**config.mk**
```make
export PLATFORM = sky130hd
export DESIGN_NAME = sensor_diagnostic_monitor
export DESIGN_NICKNAME = d
export VERILOG_FILES = /design/src/shared/diag_pkg.sv /design/src/sensor_diagnostic_monitor.sv /design/src/ecc_secded.sv
export SDC_FILE = /design/constraint.sdc
export NUM_CORES = 1
export LEC_CHECK = 0
export BUFFER_PORTS_ARGS = -buffer_cell sky130_fd_sc_hd__buf_2
export CAP_MARGIN = 30
export CORE_UTILIZATION = 29
export CTS_CLUSTER_DIAMETER = 80
export DETAILED_ROUTE_END_ITERATION = 10
export GPL_TIMING_DRIVEN = 1
export PLACE_DENSITY = 0.56
export SYNTH_ARGS = -nofsm -noshare
export SYNTH_HDL_FRONTEND = slang
export SYNTH_SLANG_ARGS = --single-unit
```
**constraint.sdc**
```tcl
create_clock -name clock -period 2.69 [get_ports clock]
set_input_delay 0.269 -clock clock [delete_from_list [all_inputs] [get_ports clock]]
set_output_delay 0.269 -clock clock [all_outputs]
set_load 0.05 [all_outputs]
```
**src/shared/diag_pkg.sv**
```systemverilog
// Constants and carrier types for the sensor diagnostic monitor.
// Assumes a single 100 MHz clock domain; raw pins are asynchronous.
package diag_pkg;
    localparam int CLK_PERIOD_NS   = 10;
    // Debounce times, least times, rounded up to whole cycles
    localparam int OVL_ASSERT_NS   = 2000;
    localparam int OVL_RELEASE_NS  = 10000;
    localparam int OVL_ASSERT_CYC  =
        (OVL_ASSERT_NS + CLK_PERIOD_NS - 1) / CLK_PERIOD_NS;
    localparam int OVL_RELEASE_CYC =
        (OVL_RELEASE_NS + CLK_PERIOD_NS - 1) / CLK_PERIOD_NS;
    localparam int TMR_W           = $clog2(OVL_RELEASE_CYC + 1);
    localparam int OVL_RETRY_MAX   = 8;
    localparam int RETRY_W         = 4;
    // Oscillator gate window in clock cycles
    localparam int MEAS_WIN_CYC    = 1024;
    localparam int WIN_W           = $clog2(MEAS_WIN_CYC);
    localparam int LIM_W           = 8;
    localparam int LIM_PAR_W       = 4;
    localparam int LIM_CW          = LIM_W + LIM_PAR_W + 1;
    localparam int HELD_W          = 12;

    // Asynchronous fault inputs, all active high
    typedef struct packed {
        logic rxCoil;
        logic txCoil;
        logic junction;
        logic supply;
        logic agcLimit;
        logic intOsc;
        logic overload;
        logic txOsc;
    } pins_t;
    localparam int PIN_W = $bits(pins_t);

    typedef struct packed {
        logic ovl;
        logic rxCoil;
        logic txCoil;
        logic junction;
        logic agc;
        logic eccSingle;
        logic oscRange;
        logic oscStopped;
    } tempFlags_t;

    typedef struct packed {
        logic ovl;
        logic supply;
        logic digital;
        logic bist;
        logic eccDouble;
        logic intOsc;
    } staticFlags_t;

    typedef struct packed {
        tempFlags_t   temp;
        staticFlags_t stat;
    } flags_t;

    typedef enum logic [2:0] {
        OVL_RUN,
        OVL_DEBOUNCE,
        OVL_OFF,
        OVL_RETRY,
        OVL_SHUTDOWN
    } ovlState_t;
endpackage

```
**src/sensor_diagnostic_monitor.sv**
```systemverilog
// Diagnostic supervisor: output overload protection, fault flags,
// ECC on limit words, transmitter oscillator frequency check.
// Assumes raw fault pins are asynchronous; host clears arrive as pulses.
`timescale 1ns/1ns
module sensor_diagnostic_monitor #(
    parameter int RETRIES = diag_pkg::OVL_RETRY_MAX
) (
    input  wire logic                   clock,          // 100 MHz
    input  wire logic                   rst_b,          // Power-on reset
    input  wire diag_pkg::pins_t        pinsRaw,        // Async faults
    input  wire logic                   digitalFault,   // Same clock
    input  wire logic                   bistDone,       // Self-test done
    input  wire logic                   bistFail,       // Self-test fail
    input  wire logic [diag_pkg::LIM_CW-1:0] loLimitCode, // Lower limit
    input  wire logic [diag_pkg::LIM_CW-1:0] hiLimitCode, // Upper limit
    input  wire diag_pkg::staticFlags_t staticClr,      // Host clears
    output diag_pkg::flags_t            flags,          // All flags
    output logic                        analogOutputsOff, // Tri-state
    output logic [diag_pkg::LIM_W-1:0]  oscMeasure,     // Edges/window
    output logic                        alarmInterrupt_b // Alarm, low
);
    import diag_pkg::*;

    if (RETRIES < 1 || RETRIES >= (1 << RETRY_W)) begin : g_chk
        $error("sensor_diagnostic_monitor: RETRIES out of range");
    end
    if (OVL_ASSERT_CYC > OVL_RELEASE_CYC) begin : g_chk2
        $error("sensor_diagnostic_monitor: timer too narrow");
    end

    typedef struct packed {
        logic [PIN_W-1:0]   s1;
        logic [PIN_W-1:0]   s2;
        logic [PIN_W-1:0]   s3;
        logic [PIN_W-1:0]   filt;
        ovlState_t          ovl;
        logic [TMR_W-1:0]   timer;
        logic [RETRY_W-1:0] retries;
        logic               outputsOff;
        logic [WIN_W-1:0]   winCnt;
        logic [LIM_W-1:0]   edgeCnt;
        logic [LIM_W-1:0]   meas;
        logic               measValid;
        logic               oscPrev;
        logic               bistSeen;
        flags_t             flags;
        logic               alarm_b;
    } state_t;

    state_t           st_r;
    state_t           st_nxt;
    logic [LIM_W-1:0] loLimit;
    logic [LIM_W-1:0] hiLimit;
    logic [1:0]       eccSingle;
    logic [1:0]       eccDouble;
    pins_t            filtPins;

    // Limit words live in protected storage
    ecc_secded #(.DATA_W(LIM_W), .PAR_W(LIM_PAR_W)) u_eccLo (
        .codeIn    (loLimitCode),
        .dataOut   (loLimit),
        .singleErr (eccSingle[0]),
        .doubleErr (eccDouble[0])
    );
    ecc_secded #(.DATA_W(LIM_W), .PAR_W(LIM_PAR_W)) u_eccHi (
        .codeIn    (hiLimitCode),
        .dataOut   (hiLimit),
        .singleErr (eccSingle[1]),
        .doubleErr (eccDouble[1])
    );

    always_comb begin
        pins_t        pin;
        staticFlags_t statSet;
        logic         txEdge;
        st_nxt  = st_r;
        pin     = pins_t'(st_r.filt);
        statSet = '0;
        txEdge  = pin.txOsc & ~st_r.oscPrev;

        // Three-stage sync; accept a change once stages two and three agree
        st_nxt.s1 = pinsRaw;
        st_nxt.s2 = st_r.s1;
        st_nxt.s3 = st_r.s2;
        for (int i = 0; i < PIN_W; i++) begin
            if (st_r.s2[i] == st_r.s3[i]) begin
                st_nxt.filt[i] = st_r.s3[i];
            end
        end

        unique case (st_r.ovl)
            OVL_RUN: begin
                st_nxt.timer = '0;
                if (pin.overload) begin
                    st_nxt.ovl = OVL_DEBOUNCE;
                end
            end
            OVL_DEBOUNCE: begin
                if (!pin.overload) begin
                    st_nxt.ovl = OVL_RUN;
                end else if (st_r.timer == TMR_W'(OVL_ASSERT_CYC - 1)) begin
                    st_nxt.ovl        = OVL_OFF;
                    st_nxt.outputsOff = 1'b1;
                    st_nxt.timer      = '0;
                end else begin
                    st_nxt.timer = st_r.timer + 1'b1;
                end
            end
            OVL_OFF: begin
                if (st_r.timer == TMR_W'(OVL_RELEASE_CYC - 1)) begin
                    st_nxt.ovl        = OVL_RETRY;
                    st_nxt.outputsOff = 1'b0;
                    st_nxt.timer      = '0;
                end else begin
                    st_nxt.timer = st_r.timer + 1'b1;
                end
            end
            OVL_RETRY: begin
                // A retry passes as soon as the overload is gone
                if (!pin.overload) begin
                    st_nxt.ovl     = OVL_RUN;
                    st_nxt.retries = '0;
                end else if (st_r.timer == TMR_W'(OVL_ASSERT_CYC - 1)) begin
                    st_nxt.outputsOff = 1'b1;
                    st_nxt.timer      = '0;
                    if (st_r.retries == RETRY_W'(RETRIES - 1)) begin
                        st_nxt.ovl  = OVL_SHUTDOWN;
                        statSet.ovl = 1'b1;
                    end else begin
                        st_nxt.ovl     = OVL_OFF;
                        st_nxt.retries = st_r.retries + 1'b1;
                    end
                end else begin
                    st_nxt.timer = st_r.timer + 1'b1;
                end
            end
            OVL_SHUTDOWN: begin
                // Stays off to avoid heating; only a host clear leaves
                if (staticClr.ovl) begin
                    st_nxt.ovl        = OVL_RUN;
                    st_nxt.outputsOff = 1'b0;
                    st_nxt.retries    = '0;
                end
            end
        endcase

        // Frequency as edge count per fixed gate window
        st_nxt.oscPrev = pin.txOsc;
        st_nxt.winCnt  = st_r.winCnt + 1'b1;
        st_nxt.edgeCnt = st_r.edgeCnt + LIM_W'(txEdge);
        if (st_r.winCnt == WIN_W'(MEAS_WIN_CYC - 1)) begin
            st_nxt.meas      = st_r.edgeCnt + LIM_W'(txEdge);
            st_nxt.measValid = 1'b1;
            st_nxt.edgeCnt   = '0;
        end

        st_nxt.flags.temp.ovl        = pin.overload;
        st_nxt.flags.temp.rxCoil     = pin.rxCoil;
        st_nxt.flags.temp.txCoil     = pin.txCoil;
        st_nxt.flags.temp.junction   = pin.junction;
        st_nxt.flags.temp.agc        = pin.agcLimit;
        st_nxt.flags.temp.eccSingle  = |eccSingle;
        st_nxt.flags.temp.oscRange   = st_nxt.measValid &&
            (st_nxt.meas < loLimit || st_nxt.meas > hiLimit);
        st_nxt.flags.temp.oscStopped = st_nxt.measValid &&
            (st_nxt.meas == '0);

        statSet.supply    = pin.supply;
        statSet.digital   = digitalFault;
        statSet.intOsc    = pin.intOsc;
        statSet.eccDouble = |eccDouble;
        // Self-test outcome counts only on its first completion
        statSet.bist      = bistDone & bistFail & ~st_r.bistSeen;
        st_nxt.bistSeen   = st_r.bistSeen | bistDone;
        // Set wins over a clear in the same cycle
        st_nxt.flags.stat = (st_r.flags.stat & ~staticClr) | statSet;
        st_nxt.alarm_b    = ~|st_nxt.flags;
    end

    always_ff @(posedge clock or negedge rst_b) begin
        if (!rst_b) begin
            st_r         <= '0;
            st_r.alarm_b <= 1'b1;
        end else begin
            st_r <= st_nxt;
        end
    end

    assign flags            = st_r.flags;
    assign analogOutputsOff = st_r.outputsOff;
    assign oscMeasure       = st_r.meas;
    assign alarmInterrupt_b = st_r.alarm_b;
    assign filtPins         = st_r.filt;

    // Helper counters for the checks below
    logic [HELD_W-1:0] ovlHeld_r;
    logic [TMR_W-1:0]  offCnt_r;

    always_ff @(posedge clock or negedge rst_b) begin
        if (!rst_b) begin
            ovlHeld_r <= '0;
            offCnt_r  <= '0;
        end else begin
            if (!filtPins.overload || st_r.outputsOff) begin
                ovlHeld_r <= '0;
            end else if (ovlHeld_r != '1) begin
                ovlHeld_r <= ovlHeld_r + 1'b1;
            end
            if (!st_r.outputsOff) begin
                offCnt_r <= '0;
            end else if (offCnt_r != '1) begin
                offCnt_r <= offCnt_r + 1'b1;
            end
        end
    end
endmodule

```
**src/ecc_secded.sv**
```systemverilog
// Single-error-correct, double-error-detect check of one stored word.
// Assumes Hamming layout: bit 0 overall even parity, parity at 2^k.
`timescale 1ns/1ns
module ecc_secded #(
    parameter int DATA_W = 8,
    parameter int PAR_W  = 4
) (
    input  wire logic [DATA_W+PAR_W:0] codeIn,    // Stored codeword
    output logic      [DATA_W-1:0]     dataOut,   // Corrected data
    output logic                       singleErr, // Corrected error
    output logic                       doubleErr  // Uncorrectable
);
    localparam int N = DATA_W + PAR_W;

    if ((1 << PAR_W) < N + 1) begin : g_chk
        $error("ecc_secded: too few parity bits");
    end

    always_comb begin
        logic [PAR_W-1:0] syn;
        logic [N:0]       fixed;
        logic             par;
        int               k;
        syn   = '0;
        fixed = codeIn;
        par   = ^codeIn;
        k     = 0;
        for (int i = 1; i <= N; i++) begin
            if (codeIn[i]) begin
                syn = syn ^ PAR_W'(i);
            end
        end
        // Odd overall parity: one flipped bit, syndrome points at it
        if (par && int'(syn) <= N) begin
            fixed[syn] = ~fixed[syn];
        end
        singleErr = par;
        doubleErr = ~par && (syn != '0);
        dataOut   = '0;
        for (int i = 1; i <= N; i++) begin
            if ((i & (i - 1)) != 0) begin
                dataOut[k] = fixed[i];
                k = k + 1;
            end
        end
    end
endmodule

```
==> summary.txt <==
Synth
  • Leading area contributor after synthesis: dfrtp_1
  • Post-synth top cells: dfrtp_1 (93), nand2_1 (38), nor2_1 (34)
  • Mapped Nets: 596
  • Netlist area before placement: between 5000 and 6000 sq um
  • Fraction of registers with async set/reset: 100%
  • Sequential area share after synthesis: ~43%
  • Most common cell in the synthesized netlist: dfrtp_1
  • Synth warn: 0
  • Synth top area cells: dfrtp_1 (43%), ha_1 (4.6%), xnor2_1 (4.5%)
  • Yosys cell types: 76
  • Post-synthesis instance total: 531
  • Mean Syn Cell Area: 10.3 sq um
  • EDFF count, synth: 0
  • Synth Register Bits: 94
  • Proportion of netlist area held by the largest area contributor: 42.5%
  • Ys flop type: dfrtp_1

Place
  • Cell total after placement: 900
  • Port Buffer Count: 68
  • Pre-CTS setup slack: -0.863 ns
  • GPL Wtd Cong: 0.911
  • DPL Wire Length: 10.2 mm
  • Placed inst area: 6720 sq um

Clock tree
  • TritonCTS clock tree: done
  • Clock Tree Buf Depth: 2
  • TritonCTS Buffers: 9
  • Clk slew on worst S/H paths: 0.07 ns
  • Clock tree sinks: 94
  • Clock tree root buffer cell: clkbuf_16
  • Clock Latency Late Sink: 0.34 ns
  • CTS H-tree depth: 3

Global routing
  • First-pass GRT wire length: around 22 mm
  • Initial antenna violation count: 0
  • Vias in the first global route: 4494
  • Total gr overflow: 0
  • GRT met1 Usage: about 18%
  • Met2 Use GR: around a quarter
  • Met3 GRT Util: 2.75%
  • Largest net degree at the start of global routing: 58
  • GRT Max-Usage Layer: met2
  • Tot GR Track Use: 13.9%

Pwr
  • Leakage: 3.56 nW
  • Design Power: 4.84 mW
  • Power density over the cells: 656 nW/um^2
  • VDD IR max: 0.523 mV

Critical path
  • Worst path required time: ~3.0 ns
  • Buf/Inv on CP: 4
  • Crit path max-delay family: compound AO/OA/AOI/OAI gates
  • Crit-path slowest cell: ha_1
  • Max incr delay on CP: about 0.31 ns
  • WS Path Type: primary input to flip-flop
  • Crit path max fanout: 4
  • CP cell instances: buf_8 -> buf_4 -> buf_6 -> xnor2_1 -> buf_4 -> xor2_1 -> o311ai_1 -> o31ai_1 -> and3_4 -> mux2i_1 -> ha_1 -> a21o_1 -> a21o_1 -> a211oi_2 -> nand3_1 -> nor2_1 -> o211a_1 -> nand2b_1
  • CP startpoint kind: primary input
  • CP arrival: approximately 3.4 ns
  • CP endpoint kind: flip-flop

Detailed routing
  • Routed wire length: about 13 mm
  • DR iter-0 viols: approximately 170
  • Vias: 4475
  • Pre-antenna DRT Iters: 5
  • Final ANT Viol Nets: 0
  • Via density per instance: 4.83
  • Routed length per instance: 14.2 um
  • DRC: 0

Timing
  • Hold Slack: 0.0280 ns
  • Unrepaired setup endpoints after global routing: yes
  • Worst Clk Skew: 0.00640 ns
  • Final TNS setup: -0.786 ns
  • Final hold vios: 0
  • Worst-Margin Slew: 0.580 ns
  • Final period util: 115%
  • F_max: ~0.32 GHz
  • Worst rel slew slack: 61.0%
  • Slew Limit Fails: 0
  • Post-route minimum period: 3.10 ns
  • Final WS setup: -0.410 ns
  • Setup Viol. Count Final: 2

Floorplan
  • Core area: about 18000 sq um
  • Chip Width: 139 um
  • Die Y: 139 um
  • Full die area: 19400 sq um
  • Num rows: 49
  • # IOs: 69
  • Initial core utilization: 30.1%

Run status
  • Violated checks: setup timing
  • Status: finished with violations

Min path
  • HP Class: primary input to flip-flop

Finish
  • Final net count: 757
  • Layout Utilization: a little over 40%
  • Post-Layout Cell Count: 926
  • Fillers: about 1800
  • Final Cell Area: 7380 sq um
  • Layout cell share with drive strength beyond 1: 35.9%
  • Diodes inserted: 0
  • Area grow syn2layout: 34.8%

Run
  • Number of max-cap violations: 0
[sequential cells by signal, indices dropped and copies added, names as in the netlist]
| signal | cells |
|---|---|
| st_nxt | 16 |
| alarmInterrupt_b | 1 |
| analogOutputsOff | 1 |
| st_r | 46 |
| oscMeasure | 8 |
| filtPins | 8 |
| flags | 14 |
[power by group]
group / switching, mW / internal, mW / total [mW]
Clock: 0.599 / 0.665 / 1.26
Sequential: 0.141 / 1.57 / 1.71
Combinational: 0.985 / 0.881 / 1.87
Total: 1.72 / 3.12 / 4.84
[worst register-to-register path, stage by stage (launching register included)]
cell	delay, ns
dfrtp_1	0.38
nor2b_1	0.13
ha_1	0.19
ha_1	0.23
nand3_1	0.11
xor2_1	0.22
o21ai_0	0.20
buf_4	0.20
ha_1	0.18
a21o_1	0.17
a21o_1	0.17
a21oi_1	0.12
o21ai_1	0.12
a32oi_4	0.23
nor4b_4	0.22
[cell type report]
type                    count  area, sq um  area share (%)
clock inverters             7         81.3            1.10
repair buffers            185         1300            17.6
well taps                 229          287            3.88
multi-input cells         386         3070            41.6
flip-flops and latches     94         2350            31.9
clock buffers               9          225            3.05
inverters                  16         60.1           0.814
[worst paths after layout]
| path | startpoint | slack, ns | depth (start not counted) | to |
|---|---|---|---|---|
| setup / recovery | loLimitCode[7] | -0.41 | 18 | flags[7] |
| hold / removal | pinsRaw[6] | 0.03 | 1 | st_nxt[84] |
| setup reg to reg | filtPins[0] | -0.26 | 14 | alarmInterrupt_b |
| hold reg to reg | st_nxt[83] | 0.35 | 0 | st_nxt[75] |
| max in group asynchronous | rst_b | 1.59 | 3 | flags[4] |
| min in group asynchronous | rst_b | 0.43 | 2 | st_nxt[78] |
[metal layers]
layer,vias to the layer above,part of all wire (%)
met5,-,0
met4,0,2.3
met3,24,3.0
met2,83,50
met1,2172,45
li1,2196,-
[cell usage in the layout (no fill, tap or decap), types with 9 or more instances in the layout]
cell,n
dfrtp_1,93
nand2b_1,9
buf_6,9
o31ai_1,9
buf_2,61
xor2_1,18
inv_1,16
o21ai_0,27
clkbuf_16,9
buf_4,111
mux2i_1,17
xnor2_1,21
nor2_1,34
ha_1,20
nand3_1,21
a21oi_1,17
nand2_1,38
nand4_1,13
xnor2_2,9
[cell families after synthesis]
group	synth area share, %
flip-flops	43.0
buffers and inverters	5.28
adder cells (fa/ha/maj)	6.03
AND/OR/NAND/NOR	16.8
multiplexers	3.31
AO/OA/AOI/OAI	12.5
XOR/XNOR	13.0
[repair_timing]
| action | 4_1_cts | 5_1_grt |
|---|---|---|
| hold buffers | 1 | 0 |
| setup endpoints to repair | 2 | 2 |
| hold endpoints to repair | 36 | 0 |
| pin swaps | 14 | 24 |
| setup buffers | 6 | 3 |
| gates resized for setup | 30 | 24 |
No activity file was read; power rests on OpenSTA's default activity.
